`config.mk`:
```
export PLATFORM = sky130hd
export DESIGN_NAME = fpn_navigator
export DESIGN_NICKNAME = d
export VERILOG_FILES = /design/src/design/fpn_debounce.v /design/src/design/fpn_navigator.v
export VERILOG_INCLUDE_DIRS = /design/src /design/src/design
export SDC_FILE = /design/constraint.sdc
export NUM_CORES = 1
export LEC_CHECK = 0
export BUFFER_PORTS_ARGS = -buffer_cell sky130_fd_sc_hd__clkbuf_2
export CAP_MARGIN = 20
export CORE_MARGIN = 8
export CORE_UTILIZATION = 40
export DETAILED_ROUTE_END_ITERATION = 8
export PLACE_DENSITY = 0.61
export SYNTH_ARGS = -nofsm -noshare
export SYNTH_HDL_FRONTEND = slang
export SYNTH_SLANG_ARGS = --single-unit
```
`constraint.sdc`:
```
create_clock -name clk -period 13 [get_ports clk]
set_input_delay 2.6 -clock clk [delete_from_list [all_inputs] [get_ports clk]]
set_output_delay 2.6 -clock clk [all_outputs]
set_load 0.02 [all_outputs]
```
`src/design/fpn_consts.vh`:
```
`ifndef FPN_CONSTS_VH
`define FPN_CONSTS_VH
`define FPN_CLK_MHZ 250
`define FPN_BLANK_TIME_S 300
`define FPN_BAR_TIME_MS 45000
`define FPN_ALARM_FLASH_MS 2500
`define FPN_DEBOUNCE_US 10000
`define FPN_FLASH_HALF_MS 250
`define FPN_MS_CYCLES (`FPN_CLK_MHZ * 1000)
`define FPN_DEBOUNCE_CYCLES (`FPN_DEBOUNCE_US * `FPN_CLK_MHZ)
`define FPN_BLANK_MS (`FPN_BLANK_TIME_S * 1000)
`define FPN_GRP_BLANK 2'h0
`define FPN_GRP_REV 2'h1
`define FPN_GRP_CHAN 2'h2
`define FPN_GRP_SYS 2'h3
`define FPN_CHAN_CONFIG 2'h0
`define FPN_CHAN_TONE 2'h1
`define FPN_CHAN_CLEAR 2'h2
`define FPN_CHAN_NLP 2'h3
`define FPN_SYS_FIRST 7'h00
`define FPN_SYS_LAST 7'h59
`endif

```
`src/design/fpn_debounce.v`:
```
`timescale 1ns/1ps
`default_nettype none
module fpn_debounce #(
	parameter integer STABLE_CYCLES = 2500000
) (
	input wire clk,
	input wire rst,
	input wire btn_in,
	output reg press_ff
);
	reg sync1_ff;
	reg sync2_ff;
	reg level_ff;
	reg [31:0] cnt_ff;
	always @(posedge clk or posedge rst) begin
		if (rst) begin
			sync1_ff <= 1'b0;
			sync2_ff <= 1'b0;
			level_ff <= 1'b0;
			cnt_ff <= 32'h0;
			press_ff <= 1'b0;
		end else begin
			sync1_ff <= btn_in;
			sync2_ff <= sync1_ff;
			press_ff <= 1'b0;
			if (sync2_ff == level_ff) begin
				cnt_ff <= 32'h0;
			end else if (cnt_ff >= STABLE_CYCLES - 1) begin
				cnt_ff <= 32'h0;
				level_ff <= sync2_ff;
				press_ff <= sync2_ff;
			end else begin
				cnt_ff <= cnt_ff + 32'h1;
			end
		end
	end
endmodule
`default_nettype wire

```
`src/design/fpn_navigator.v`:
```
`timescale 1ns/1ps
`default_nettype none
`include "fpn_consts.vh"
module fpn_navigator #(
	parameter integer MS_CYCLES = `FPN_MS_CYCLES,
	parameter integer DEBOUNCE_CYCLES = `FPN_DEBOUNCE_CYCLES,
	parameter integer BLANK_MS = `FPN_BLANK_MS,
	parameter integer BAR_MS = `FPN_BAR_TIME_MS,
	parameter integer ALARM_MS = `FPN_ALARM_FLASH_MS,
	parameter integer FLASH_HALF_MS = `FPN_FLASH_HALF_MS,
	parameter [7:0] REV_OPTIONS = 8'h04,
	parameter [7:0] CHAN_OPTIONS = 8'h07,
	parameter [7:0] SYS_OPTIONS = 8'h06
) (
	input wire clk,
	input wire rst,
	input wire mode_btn,
	input wire option_btn,
	input wire chan_btn,
	input wire ds1_present,
	input wire config_valid,
	input wire selftest_done,
	input wire selftest_fail,
	output reg [1:0] mode_group_ff,
	output reg [6:0] mode_index_ff,
	output reg [7:0] option_index_ff,
	output reg display_blank_ff,
	output reg bar_flash_ff,
	output reg option_step_ff,
	output reg power_led_ff,
	output reg send_alarm_led_ff,
	output reg recv_alarm_led_ff,
	output reg fault_led_ff
);
	localparam ST_BAR = 2'h0;
	localparam ST_ALARM = 2'h1;
	localparam ST_RUN = 2'h2;
	wire mode_press;
	wire option_press;
	wire chan_press;
	reg mode_lvl_ff;
	reg chan_lvl_ff;
	reg [31:0] ms_div_ff;
	reg [31:0] idle_ms_ff;
	reg [31:0] pu_ms_ff;
	reg [31:0] flash_ms_ff;
	reg flash_ph_ff;
	reg [1:0] st_ff;
	reg [7:0] opt_limit;
	wire ms_tick = (ms_div_ff == MS_CYCLES - 1);
	fpn_debounce #(.STABLE_CYCLES(DEBOUNCE_CYCLES)) u_db_mode (
		.clk(clk), .rst(rst), .btn_in(mode_btn), .press_ff(mode_press)
	);
	fpn_debounce #(.STABLE_CYCLES(DEBOUNCE_CYCLES)) u_db_opt (
		.clk(clk), .rst(rst), .btn_in(option_btn), .press_ff(option_press)
	);
	fpn_debounce #(.STABLE_CYCLES(DEBOUNCE_CYCLES)) u_db_chan (
		.clk(clk), .rst(rst), .btn_in(chan_btn), .press_ff(chan_press)
	);
	always @* begin
		opt_limit = SYS_OPTIONS;
		if (mode_group_ff == `FPN_GRP_REV) begin
			opt_limit = REV_OPTIONS;
		end else if (mode_group_ff == `FPN_GRP_CHAN) begin
			opt_limit = CHAN_OPTIONS;
		end
	end
	// held levels of mode and channel, for chord detection
	always @(posedge clk or posedge rst) begin
		if (rst) begin
			mode_lvl_ff <= 1'b0;
			chan_lvl_ff <= 1'b0;
		end else begin
			if (mode_press) begin
				mode_lvl_ff <= 1'b1;
			end else if (!mode_btn) begin
				mode_lvl_ff <= 1'b0;
			end
			if (chan_press) begin
				chan_lvl_ff <= 1'b1;
			end else if (!chan_btn) begin
				chan_lvl_ff <= 1'b0;
			end
		end
	end
	always @(posedge clk or posedge rst) begin
		if (rst) begin
			ms_div_ff <= 32'h0;
		end else if (ms_tick) begin
			ms_div_ff <= 32'h0;
		end else begin
			ms_div_ff <= ms_div_ff + 32'h1;
		end
	end
	// display navigation
	always @(posedge clk or posedge rst) begin
		if (rst) begin
			mode_group_ff <= `FPN_GRP_BLANK;
			mode_index_ff <= 7'h00;
			option_index_ff <= 8'h00;
			display_blank_ff <= 1'b1;
			option_step_ff <= 1'b0;
			idle_ms_ff <= 32'h0;
		end else begin
			option_step_ff <= 1'b0;
			if (mode_press || option_press || chan_press) begin
				idle_ms_ff <= 32'h0;
			end else if (ms_tick && !display_blank_ff) begin
				idle_ms_ff <= idle_ms_ff + 32'h1;
			end
			if (st_ff != ST_RUN) begin
				display_blank_ff <= 1'b1;
			end else if ((mode_press && (chan_lvl_ff || chan_press)) ||
					(chan_press && mode_lvl_ff)) begin
				mode_group_ff <= `FPN_GRP_BLANK;
				mode_index_ff <= 7'h00;
				option_index_ff <= 8'h00;
				display_blank_ff <= 1'b1;
			end else if (mode_press) begin
				option_index_ff <= 8'h00;
				display_blank_ff <= 1'b0;
				case (mode_group_ff)
					`FPN_GRP_BLANK: begin
						mode_group_ff <= `FPN_GRP_REV;
						mode_index_ff <= 7'h00;
					end
					`FPN_GRP_REV: begin
						mode_group_ff <= `FPN_GRP_CHAN;
						mode_index_ff <= {5'h00, `FPN_CHAN_CONFIG};
					end
					`FPN_GRP_CHAN: begin
						if (mode_index_ff[1:0] == `FPN_CHAN_NLP) begin
							mode_group_ff <= `FPN_GRP_SYS;
							mode_index_ff <= `FPN_SYS_FIRST;
						end else begin
							mode_index_ff <= mode_index_ff + 7'h01;
						end
					end
					default: begin
						if (mode_index_ff == `FPN_SYS_LAST) begin
							mode_group_ff <= `FPN_GRP_BLANK;
							mode_index_ff <= 7'h00;
							display_blank_ff <= 1'b1;
						end else begin
							mode_index_ff <= mode_index_ff + 7'h01;
						end
					end
				endcase
			end else if (option_press && mode_group_ff != `FPN_GRP_BLANK) begin
				// option ignored while blank; step committed via option_step
				option_step_ff <= 1'b1;
				if (option_index_ff >= opt_limit - 8'h01) begin
					option_index_ff <= 8'h00;
				end else begin
					option_index_ff <= option_index_ff + 8'h01;
				end
			end else if (!display_blank_ff && idle_ms_ff >= BLANK_MS - 1 && ms_tick) begin
				mode_group_ff <= `FPN_GRP_BLANK;
				mode_index_ff <= 7'h00;
				option_index_ff <= 8'h00;
				display_blank_ff <= 1'b1;
			end
		end
	end
	// power-up indications, alarm and fault lamps
	always @(posedge clk or posedge rst) begin
		if (rst) begin
			st_ff <= ST_BAR;
			pu_ms_ff <= 32'h0;
			flash_ms_ff <= 32'h0;
			flash_ph_ff <= 1'b0;
			bar_flash_ff <= 1'b0;
			power_led_ff <= 1'b0;
			send_alarm_led_ff <= 1'b0;
			recv_alarm_led_ff <= 1'b0;
			fault_led_ff <= 1'b0;
		end else begin
			power_led_ff <= 1'b1;
			if (selftest_done && selftest_fail) begin
				fault_led_ff <= 1'b1;
			end
			if (ms_tick) begin
				if (flash_ms_ff >= FLASH_HALF_MS - 1) begin
					flash_ms_ff <= 32'h0;
					flash_ph_ff <= ~flash_ph_ff;
				end else begin
					flash_ms_ff <= flash_ms_ff + 32'h1;
				end
			end
			bar_flash_ff <= 1'b0;
			send_alarm_led_ff <= 1'b0;
			recv_alarm_led_ff <= 1'b0;
			case (st_ff)
				ST_BAR: begin
					bar_flash_ff <= flash_ph_ff;
					if (ms_tick) begin
						pu_ms_ff <= pu_ms_ff + 32'h1;
					end
					if (ms_tick && pu_ms_ff >= BAR_MS - 1) begin
						pu_ms_ff <= 32'h0;
						st_ff <= ds1_present ? ST_RUN : ST_ALARM;
					end
				end
				ST_ALARM: begin
					send_alarm_led_ff <= flash_ph_ff;
					recv_alarm_led_ff <= flash_ph_ff;
					if (ms_tick) begin
						pu_ms_ff <= pu_ms_ff + 32'h1;
					end
					if (ms_tick && pu_ms_ff >= ALARM_MS - 1) begin
						st_ff <= ST_RUN;
					end
				end
				default: begin
					send_alarm_led_ff <= ~ds1_present;
					recv_alarm_led_ff <= ~ds1_present;
					if (!config_valid) begin
						send_alarm_led_ff <= 1'b1;
					end
				end
			endcase
		end
	end
endmodule
`default_nettype wire

```
==> metrics.yaml, run 1 <==
ys_types: 59
finalCriticalPeriod_ns: 3.931
reg2reg_depth: 5
die_h_um: 192.0
cts_buffers: 28
synth_top_area_cell: "dfrtp_1"
synth-edff-count: 0
yosys-top-cells-area: "dfrtp_1 53%, nor2_1 5.9%, xnor2_1 5.7%"
avgSynthCellArea_um2: 10.13
die_area_um2: 36880
fin_nets: 1320
hold_path_end: "u_db_chan.sync2_ff$_DFF_PP0_"
drive_gt1_frac: 0.08232
crit_family: "flip-flops"
die_w_um: 192.0
hold_depth: 0
rrSetupSlack_ns: 9.74
wirelength_um: 23860
report.final.slew_viol_count: 0
synth_most_common_cell: "dfrtp_1"
fin_tns_setup_ns: 0
fmax_mhz: 254.4
finalClockSkew_ns: 0.02025
ys_seq_elements: 265
grt_overflow_total: 0
synth_commonest_cells: "264 x dfrtp_1, 196 x nor2_1, 82 x nand2_1, 81 x xnor2_1, 70 x nand3_1"
htree_levels: 1
worstPathCellList: "clkbuf_2"
setup_viol: 0
regToRegStartpoint: "ms_div_ff[4]$_DFF_PP0_"
coreArea_um2: 30590
drc: 0
slew_headroom: 0.2956
grt_start_max_net_pins: 117
leakage_nw: 6.008
synth_top_area_frac: 0.5330
rsz0062_at_grt: "no"
hold_buffers: 0
clk_pin_slew_ns: 0.06
synth_area_um2: 12390
start_util: 0.4052
cts_buffer_depth: 3
clock_latency_ns: 0.56
crit_fanout: 6
hp-class: "register to register"
worst_setup_path_end_kind: "output pin"
synth_cells: 1224
maxCapViolCount: 0
drt_iter0_markers: 633
grt_pass1_vias: 8676
hpwl_um: 15710
r2r-end: "pu_ms_ff[21]$_DFFE_PP0N_"
post_cts_resized: 0
fin_crit_sh: 0.3024
status: "complete, no violations"
setup_slack_ns: 9.069
vdd_drop_max_mv: 0.08857
arrival_ns: 1.33
first_pass_iters: 4
postRouteAntennaNets: 0
ioPinCount: 33
required_ns: 10.40
rows: 64
crit_type: "register to output pin"
worst-path-buf-inv: 1
place_ws_ns: 8.619
synth.yosys.warnings: 0
power_density_nw_per_um2: 119.9
syn_to_final_growth_pct: 13.40
diodes: 0
setup.worst_path.start_class: "register"
grt_pass1_wl_um: 42120
tightest_slew_ns: 1.057
cts_tree: "done"
post-cts-setup-buffers: 0
async_reset_ff_frac: 1.000
port_buffers: 32
synthFlopType: "dfrtp_1"
seq_area_frac_synth: 0.5351
root_buffer: "clkbuf_16"
routed_via_density: 5.144
wire_per_inst_um: 13.97
gp_congestion: 0.7697
min_from: "u_db_chan.sync1_ff$_DFF_PP0_"
clkSinkCount: 265
antenna_found_initial: 0
crit_slowest_cell: "dfstp_2"
vias: 8786
grt_usage: 0.1332
hold_violations: 0
max_stage_delay_ns: 0.58
==> stage by stage <==
stage	hold slack, ns	cells	util	power [mW]	area (um2)
floorplan	0.3312	1253	-	0.8692	12500
global placement	0.3386	1657	0.4277	0.8785	13080
detailed placement	0.3410	1657	0.4277	0.8789	13080
CTS	0.3446	1708	0.4595	1.712	14050
global route	0.3608	1708	0.4595	1.750	14050
finish	0.3432	1708	0.4595	1.685	14050
==> cell usage in the layout (no fill, tap or decap), types with 8 or more instances in the layout <==
cell and instances:
inv_1 30, ha_1 20, or3_1 17, nor4_1 40, xnor2_1 81, conb_1 31
a31oi_1 11, clkbuf_2 32, nor4b_1 8, and2_1 16, nand2_1 82, and3_1 39
nor3_1 28, xor2_1 63, nand4_1 44, dfrtp_1 264, o21ai_0 28, nand3_1 70
clkbuf_16 28, and4_1 16, nor2_1 196, a21oi_1 34
==> routing by layer <==
metal  vias to the layer above  share of wire  routed length [um]  track usage
li1                       4405              -                   -            -
met1                      4248           0.50               11950       0.1866
met2                       104           0.44               10580       0.2116
met3                        29          0.040                 951      0.02306
met4                         0          0.016                 384      0.03320
met5                         -              0                   0            0
==> flip-flops by register name (all words and copies together), names as in the netlist, 2 cells and up <==
name,count
mode_group_ff,2
u_db_mode.cnt_ff,32
u_db_opt.cnt_ff,32
flash_ms_ff,32
st_ff,2
pu_ms_ff,32
idle_ms_ff,32
option_index_ff,8
u_db_chan.cnt_ff,32
ms_div_ff,32
mode_index_ff,7
==> cell type report <==
cell class / count / area (um2)
fill: 2883 / 16530
sequential: 265 / 6633
multi-input combinational: 926 / 5619
clock buffer: 42 / 823.3
tap: 396 / 495.5
timing repair buffer: 39 / 212.7
clock inverter: 9 / 147.6
inverter: 31 / 123.9
==> worst register-to-register path: cells and delay by family (launching register included) <==
family	cells	cell delay, ns
simple gates	5	2.64
flops	1	0.46
==> where the power goes <==
part | switching [mW] | internal (mW) | leakage [nW]
Clock | 0.325 | 0.498 | 0.473
Combinational | 0.0221 | 0.00443 | 1.96
Sequential | 0.00341 | 0.832 | 3.58
Total | 0.351 | 1.33 | 6.01
==> cells by family (layout without fill, tap and decap cells) <==
logic type | count (synthesis) | after routing | share of synthesized area
flops | 265 | 265 | 0.5351
buf+inv | 62 | 121 | 0.02029
fa+ha+maj | 20 | 20 | 0.02019
simple gates | 597 | 597 | 0.2490
mux | 11 | 11 | 0.009287
other cells | 2 | 31 | 0.0006059
compound gates | 123 | 123 | 0.06370
xor+xnor | 144 | 144 | 0.1018
==> worst max-delay path by stage <==
stage,from,endpoint,slack (ns),cells after the start
final,display_blank_ff$_DFFE_PP1P_,display_blank_ff,9.07,1
after global routing,rst,pu_ms_ff[14]$_DFFE_PP0N_,8.97,3
after CTS,display_blank_ff$_DFFE_PP1P_,display_blank_ff,9.04,1
after detailed placement,rst,send_alarm_led_ff$_DFF_PP0_,8.62,3
after global placement,rst,send_alarm_led_ff$_DFF_PP0_,8.63,3
after floorplan,rst,bar_flash_ff$_DFF_PP0_,3.10,1
(Power assumes the default switching activity.)
==> run 2, diff against run 1 <==
- ABC_AREA: unset -> 1
- clock period: 13 -> 4.1 ns (I/O delays scaled with it)
==> run 2 against run 1 <==
Combinational power grew to 4.9 times the previous value; critical path type is now register to register; routed wire length is 27% higher; setup slack worse by 7.4 ns; via count is 30% higher; clock skew is 0.010 ns lower.
==> metrics.yaml, run 2 <==
status: "complete, no violations"
grt.busiest_layer: "met2"
finalClockSkew_ns: 0.01002  # -0.01023 ns
routed_via_density: 4.975  # -3.3%
syn_to_final_growth_pct: 12.77
cts_buffers: 29  # +3.6%
clock_latency_ns: 0.55  # about the same
synth_area_um2: 13930  # +12%
setup_viol: 0  # unchanged
root_buffer: "clkbuf_16"
die_area_um2: 41070  # +11%
start_util: 0.4044  # -0.0007929
wire_per_inst_um: 13.19  # -5.6%
gp_congestion: 0.9324  # +21%
diodes: 0  # unchanged
wirelength_um: 30330  # +27%
hold_depth: 0  # unchanged
post-cts-setup-buffers: 0  # unchanged
yosys-top-cells-area: "dfrtp_1 47%, nand2_1 9.1%, nor2_1 7.8%"
cts_buffer_depth: 3  # unchanged
vdd_drop_max_mv: 0.3496  # +290%
required_ns: 4.54  # -5.86 ns
rsz0062_at_grt: "no"
ioPinCount: 33  # unchanged
grt_pass1_wl_um: 52740  # +25%
setup_slack_ns: 1.709  # -7.361 ns
total_power_mw: 5.425  # +220%
most-common-layout-cells: "339 x nand2_1, 288 x nor2_1, 264 x dfrtp_1"
ys_seq_elements: 265  # unchanged
fmax_mhz: 418.2
drt_iter0_markers: 880  # +39%
setup.worst_path.start_class: "register"
report.final.slew_viol_count: 0  # unchanged
leakage_nw: 6.919  # +15%
drc: 0  # unchanged
antenna_found_initial: 0  # unchanged
use_met2: 0.2428  # +0.03120
hp-class: "register to register"
fin_crit_sh: 0.5832
fin_nets: 1851  # +40%
htree_levels: 1  # unchanged
final_common_cell: "nand2_1"
place_ws_ns: 1.630  # -6.989 ns
slew_headroom: 0.3742  # +0.07864
synth_top_area_frac: 0.4741  # -0.05891
hold-worst-slack_ns: 0.3398  # -0.003437 ns
crit_fanout: 11  # +5
post_cts_resized: 0  # unchanged
synth.yosys.warnings: 0  # unchanged
grt_start_max_net_pins: 74  # -37%
vias: 11440  # +30%
reg2reg_depth: 12  # +7
hold_violations: 0  # unchanged
regToRegStartpoint: "ms_div_ff[0]$_DFF_PP0_"
postRouteAntennaNets: 0  # unchanged
fin_cells: 2299  # +35%
power_density_nw_per_um2: 345.2  # +190%
dp_cells: 2246  # +36%
min_from: "u_db_mode.sync1_ff$_DFF_PP0_"
tightest_slew_ns: 0.9367  # -0.1199 ns
drive_gt1_frac: 0.07863  # -0.003684
seq_area_frac_synth: 0.4760  # -0.05915
grt_usage: 0.1488  # +0.01561
clkSinkCount: 265  # unchanged
rows: 68  # +6.3%
arrival_ns: 2.84  # +1.51 ns
place_area_um2: 14730  # +13%
synth_most_common_cell: "nand2_1"
die_h_um: 202.6  # +5.5%
synthFlopType: "dfrtp_1"
crit_type: "register to register"
grt_pass1_vias: 11260  # +30%
async_reset_ff_frac: 1.000  # unchanged
avgSynthCellArea_um2: 7.967  # -21%
port_buffers: 32  # unchanged
cts_tree: "done"
first_pass_iters: 5  # +1
met1_usage: 0.2053  # +0.01870
synth_commonest_cells: "339 x nand2_1, 289 x nor2_1, 264 x dfrtp_1, 225 x inv_1, 89 x nand3_1"
die_w_um: 202.6  # +5.5%
clk_pin_slew_ns: 0.06  # about the same
ys_types: 53  # -10%
final_area_um2: 15710  # +12%
coreArea_um2: 34460  # +13%
grt_overflow_total: 0  # unchanged
worst_setup_path_end_kind: "register"
synth_top_area_cell: "dfrtp_1"
hpwl_um: 21920  # +39%
crit_start: "ms_div_ff[0]$_DFF_PP0_"
global_route.usage.met3: 0.02168  # -0.001381
hold_buffers: 0  # unchanged
maxCapViolCount: 0  # unchanged
finalCriticalPeriod_ns: 2.391
synth_cells: 1749  # +43%
synth-edff-count: 0  # unchanged
-- run 2: cells by family after synthesis --
group / Yosys count / share of synthesized area
xor+xnor: 89 / 0.05594
flops: 265 / 0.4760
compound gates: 154 / 0.06070
fa+ha+maj: 20 / 0.01796
buf+inv: 262 / 0.07435
other cells: 2 / 0.0005389
simple gates: 957 / 0.3145
-- run 2: where the power goes --
part           internal (mW)  total [mW]  switching [mW]  leakage (nW)
logic                 0.0278       0.130           0.102          2.87
registers               2.64        2.65          0.0124          3.56
clock network           1.59        2.64            1.05         0.489
total                   4.26        5.42            1.17          6.92
-- run 2: per-stage QoR --
step	TNS, ns	utilization
after floorplan	-57.21	-
after global placement	0	0.4275
after detailed placement	0	0.4275
after CTS	0	0.4560
after global routing	0	0.4560
final	0	0.4560
-- run 2: final timing paths --
kind / endpoint / slack, ns
setup reg to reg: pu_ms_ff[12]$_DFFE_PP0N_ / 1.71
max in group asynchronous: flash_ph_ff$_DFFE_PP0P_ / 2.78
setup / recovery: pu_ms_ff[12]$_DFFE_PP0N_ / 1.71
hold reg to reg: u_db_mode.sync2_ff$_DFF_PP0_ / 0.34
min in group asynchronous: u_db_mode.cnt_ff[6]$_DFF_PP0_ / 0.46
hold / removal: u_db_mode.sync2_ff$_DFF_PP0_ / 0.34
-- run 2: worst max-delay path, stage by stage, from the launching register on --
cell and delay (ns):
dfrtp_1 0.38, ha_1 0.21, nand2_2 0.10, nor2_8 0.14, nand3_4 0.11, nor2_4 0.15, nand2_4 0.11, nor2_2 0.39
nand2_1 0.20, nor2_2 0.19, nand2_1 0.09, o21ai_0 0.17, nor2_1 0.06
-- run 2: layout make-up --
type	count	area (um2)
clock buffers	40	817.0
clock inverters	13	166.4
fillers	3416	18740
inverters	237	895.9
multi-input cells	1251	6377
flip-flops and latches	265	6633
well taps	455	569.3
repair buffers	38	255.2
-- run 2: layer usage --
metal / vias up / wire [um]
li1: 5790 / -
met1: 5384 / 14920
met2: 214 / 13620
met3: 49 / 1212
met4: 0 / 585
met5: - / 0
==> run 3, diff against run 2 <==
- ABC_AREA: 1 -> 0
- PLACE_DENSITY: 0.61 -> 0.63
- clock period: 4.1 -> 2.15 ns (I/O delays scaled with it)
==> run 3 against run 2 <==
The run now ends with setup timing left; clock power is 98% higher; routed wire length shrank 5.8%; largest power group is now clock; largest cell class unchanged; critical path depth fell by 5; sequential share of layout area is 2.5 points lower.
==> metrics.yaml, run 3 (synthesized netlist as in run 1, its figures left out) <==
leakage_nw: 7.357  # +6.3%
clk_pin_slew_ns: 0.06  # about the same
finalClockSkew_ns: 0.008976  # -0.001047 ns
die_h_um: 192.0  # -5.2%
cts_tree: "done"
gp_congestion: 0.8035  # -14%
routed_via_density: 5.232  # +5.2%
slew_headroom: 0.5104  # +0.1362
hold_violations: 0  # unchanged
drt_iter0_markers: 603  # -31%
total_power_mw: 10.47  # +93%
cts_buffer_depth: 3  # unchanged
min_from: "mode_btn"
finalCriticalPeriod_ns: 2.212  # -0.1794 ns
grt_usage: 0.1478  # -0.001004
first_pass_iters: 5  # unchanged
setup.worst_path.start_class: "register"
hold_depth: 1  # +1
grt_pass1_wl_um: 46500  # -12%
wirelength_um: 28570  # -5.8%
root_buffer: "clkbuf_16"
crit_type: "register to register"
drive_gt1_frac: 0.2854  # +0.2068
fin_nets: 1488  # -20%
power_density_nw_per_um2: 626.6  # +81%
worst_setup_path_end_kind: "register"
fin_cells: 1878  # -18%
hpwl_um: 18080  # -18%
r2r-end: "pu_ms_ff[19]$_DFFE_PP0N_"
switching_share: 0.2088  # -0.006335
postRouteAntennaNets: 0  # unchanged
dp_cells: 1791  # -20%
grt_overflow_total: 0  # unchanged
seqPwrFrac: 0.482  # -0.007
grt_pass1_vias: 9688  # -14%
fin_crit_sh: 1.029  # +0.4456
maxCapViolCount: 0  # unchanged
hold_path_end: "u_db_mode.sync1_ff$_DFF_PP0_"
p_sw_mw: 2.187  # +87%
regToRegStartpoint: "ms_div_ff[22]$_DFF_PP0_"
arrival_ns: 2.64  # -0.20 ns
clkSinkCount: 265  # unchanged
htree_levels: 1  # unchanged
most-common-layout-cells: "264 x dfrtp_1, 142 x nor2_1, 133 x buf_4"
fill_cells: 2634  # -23%
rsz0062_at_grt: "yes"
fmax_mhz: 452.1  # +8.1%
hp-class: "primary input to register"
start_util: 0.4052  # +0.0007929
drc: 0  # unchanged
wire_per_inst_um: 15.21  # +15%
combPwrFrac: 0.018  # -0.006
cts_buffers: 29  # unchanged
reg2reg_depth: 7  # -5
coreArea_um2: 30590  # -11%
status: "finished, violations left"
syn_to_final_growth_pct: 34.87
vias: 9825  # -14%
ioPinCount: 33  # unchanged
place_ws_ns: -0.2572  # -1.887 ns
final_common_cell: "dfrtp_1"
tightest_slew_ns: 0.7242  # -0.2125 ns
diodes: 0  # unchanged
port_buffers: 32  # unchanged
internal_power_mw: 8.287  # +95%
antenna_found_initial: 0  # unchanged
rrSetupSlack_ns: -0.06  # -1.77 ns
setup_viol: 34  # +34
rows: 64  # -5.9%
vdd_drop_max_mv: 0.7105  # +100%
report.final.slew_viol_count: 0  # unchanged
required_ns: 2.58  # -1.96 ns
violations: "setup timing"
die_area_um2: 36880  # -10%
clkPwrFrac: 0.499  # +0.012
setup_slack_ns: -0.06192  # -1.771 ns
crit_fanout: 5  # -6
clock_latency_ns: 0.54  # about the same
die_w_um: 192.0  # -5.2%
grt_start_max_net_pins: 82  # +11%
==> run 3: power groups by stage <==
stage          logic [mW]  registers [mW]  clock network [mW]
4_1_cts             0.196            5.05                5.35
5_1_grt             0.222            5.05                5.56
3_3_place_gp        0.191            5.14                   0
2_1_floorplan       0.115            5.14                   0
6_report            0.189            5.05                5.23
3_5_place_dp        0.192            5.14                   0
==> run 3: routing by layer <==
| metal | wire (um) | global-route usage | vias to the layer above | share of wire |
|---|---|---|---|---|
| met5 | 0 | 0 | - | 0 |
| met4 | 405 | 0.03349 | 0 | 0.014 |
| met3 | 1261 | 0.02142 | 29 | 0.044 |
| met2 | 13950 | 0.2467 | 168 | 0.49 |
| met1 | 12960 | 0.2010 | 4884 | 0.45 |
| li1 | - | - | 4744 | - |
==> run 3: worst max-delay path by stage <==
stage,startpoint,endpoint,slack [ns]
detailed placement,ms_div_ff[9]$_DFF_PP0_,mode_group_ff[0]$_DFFE_PP0P_,-0.26
CTS,ms_div_ff[25]$_DFF_PP0_,idle_ms_ff[22]$_DFFE_PP0P_,-0.1
global placement,ms_div_ff[9]$_DFF_PP0_,mode_group_ff[0]$_DFFE_PP0P_,-0.23
finish,ms_div_ff[22]$_DFF_PP0_,pu_ms_ff[19]$_DFFE_PP0N_,-0.06
floorplan,rst,bar_flash_ff$_DFF_PP0_,-1.78
global route,ms_div_ff[29]$_DFF_PP0_,idle_ms_ff[16]$_DFFE_PP0P_,-0.15
==> run 3: layout make-up <==
class | instances | area (um2) | area share
sequential | 265 | 6633 | 0.3968
multi-input combinational | 926 | 6613 | 0.3956
timing repair buffer | 206 | 1836 | 0.1098
clock buffer | 42 | 844.6 | 0.05052
tap | 396 | 495.5 | 0.02964
clock inverter | 12 | 175.2 | 0.01048
inverter | 31 | 120.1 | 0.007186
==> run 3: critical path, stage by stage, from the launching register on <==
cell	delay [ns]
dfrtp_1	0.40
nor4_4	0.37
nand4_4	0.14
buf_6	0.16
or3_4	0.38
or4_4	0.44
xor2_2	0.16
nor2_2	0.04
==> run 3: stage by stage <==
stage	utilization	hold slack [ns]	setup TNS (ns)	instance area, um2
floorplan	-	0.3312	-471.49	12670
global placement	0.4673	0.3354	-5.583	14290
detailed placement	0.4673	0.3405	-7.080	14290
CTS	0.5136	0.01569	-1.341	15710
global route	0.5465	0.02853	-6.841	16720
finish	0.5465	0.04764	-0.6747	16720
==> run 3: what timing repair did <==
| item | in CTS | in global routing |
|---|---|---|
| pin swaps | 26 | 98 |
| endpoints found under the hold margin | 5 | 0 |
| hold buffers | 2 | 0 |
| buffers inserted | 8 | 11 |
| resized for setup | 57 | 179 |
| endpoints found under the setup margin | 130 | 184 |
| gates cloned | 4 | 8 |
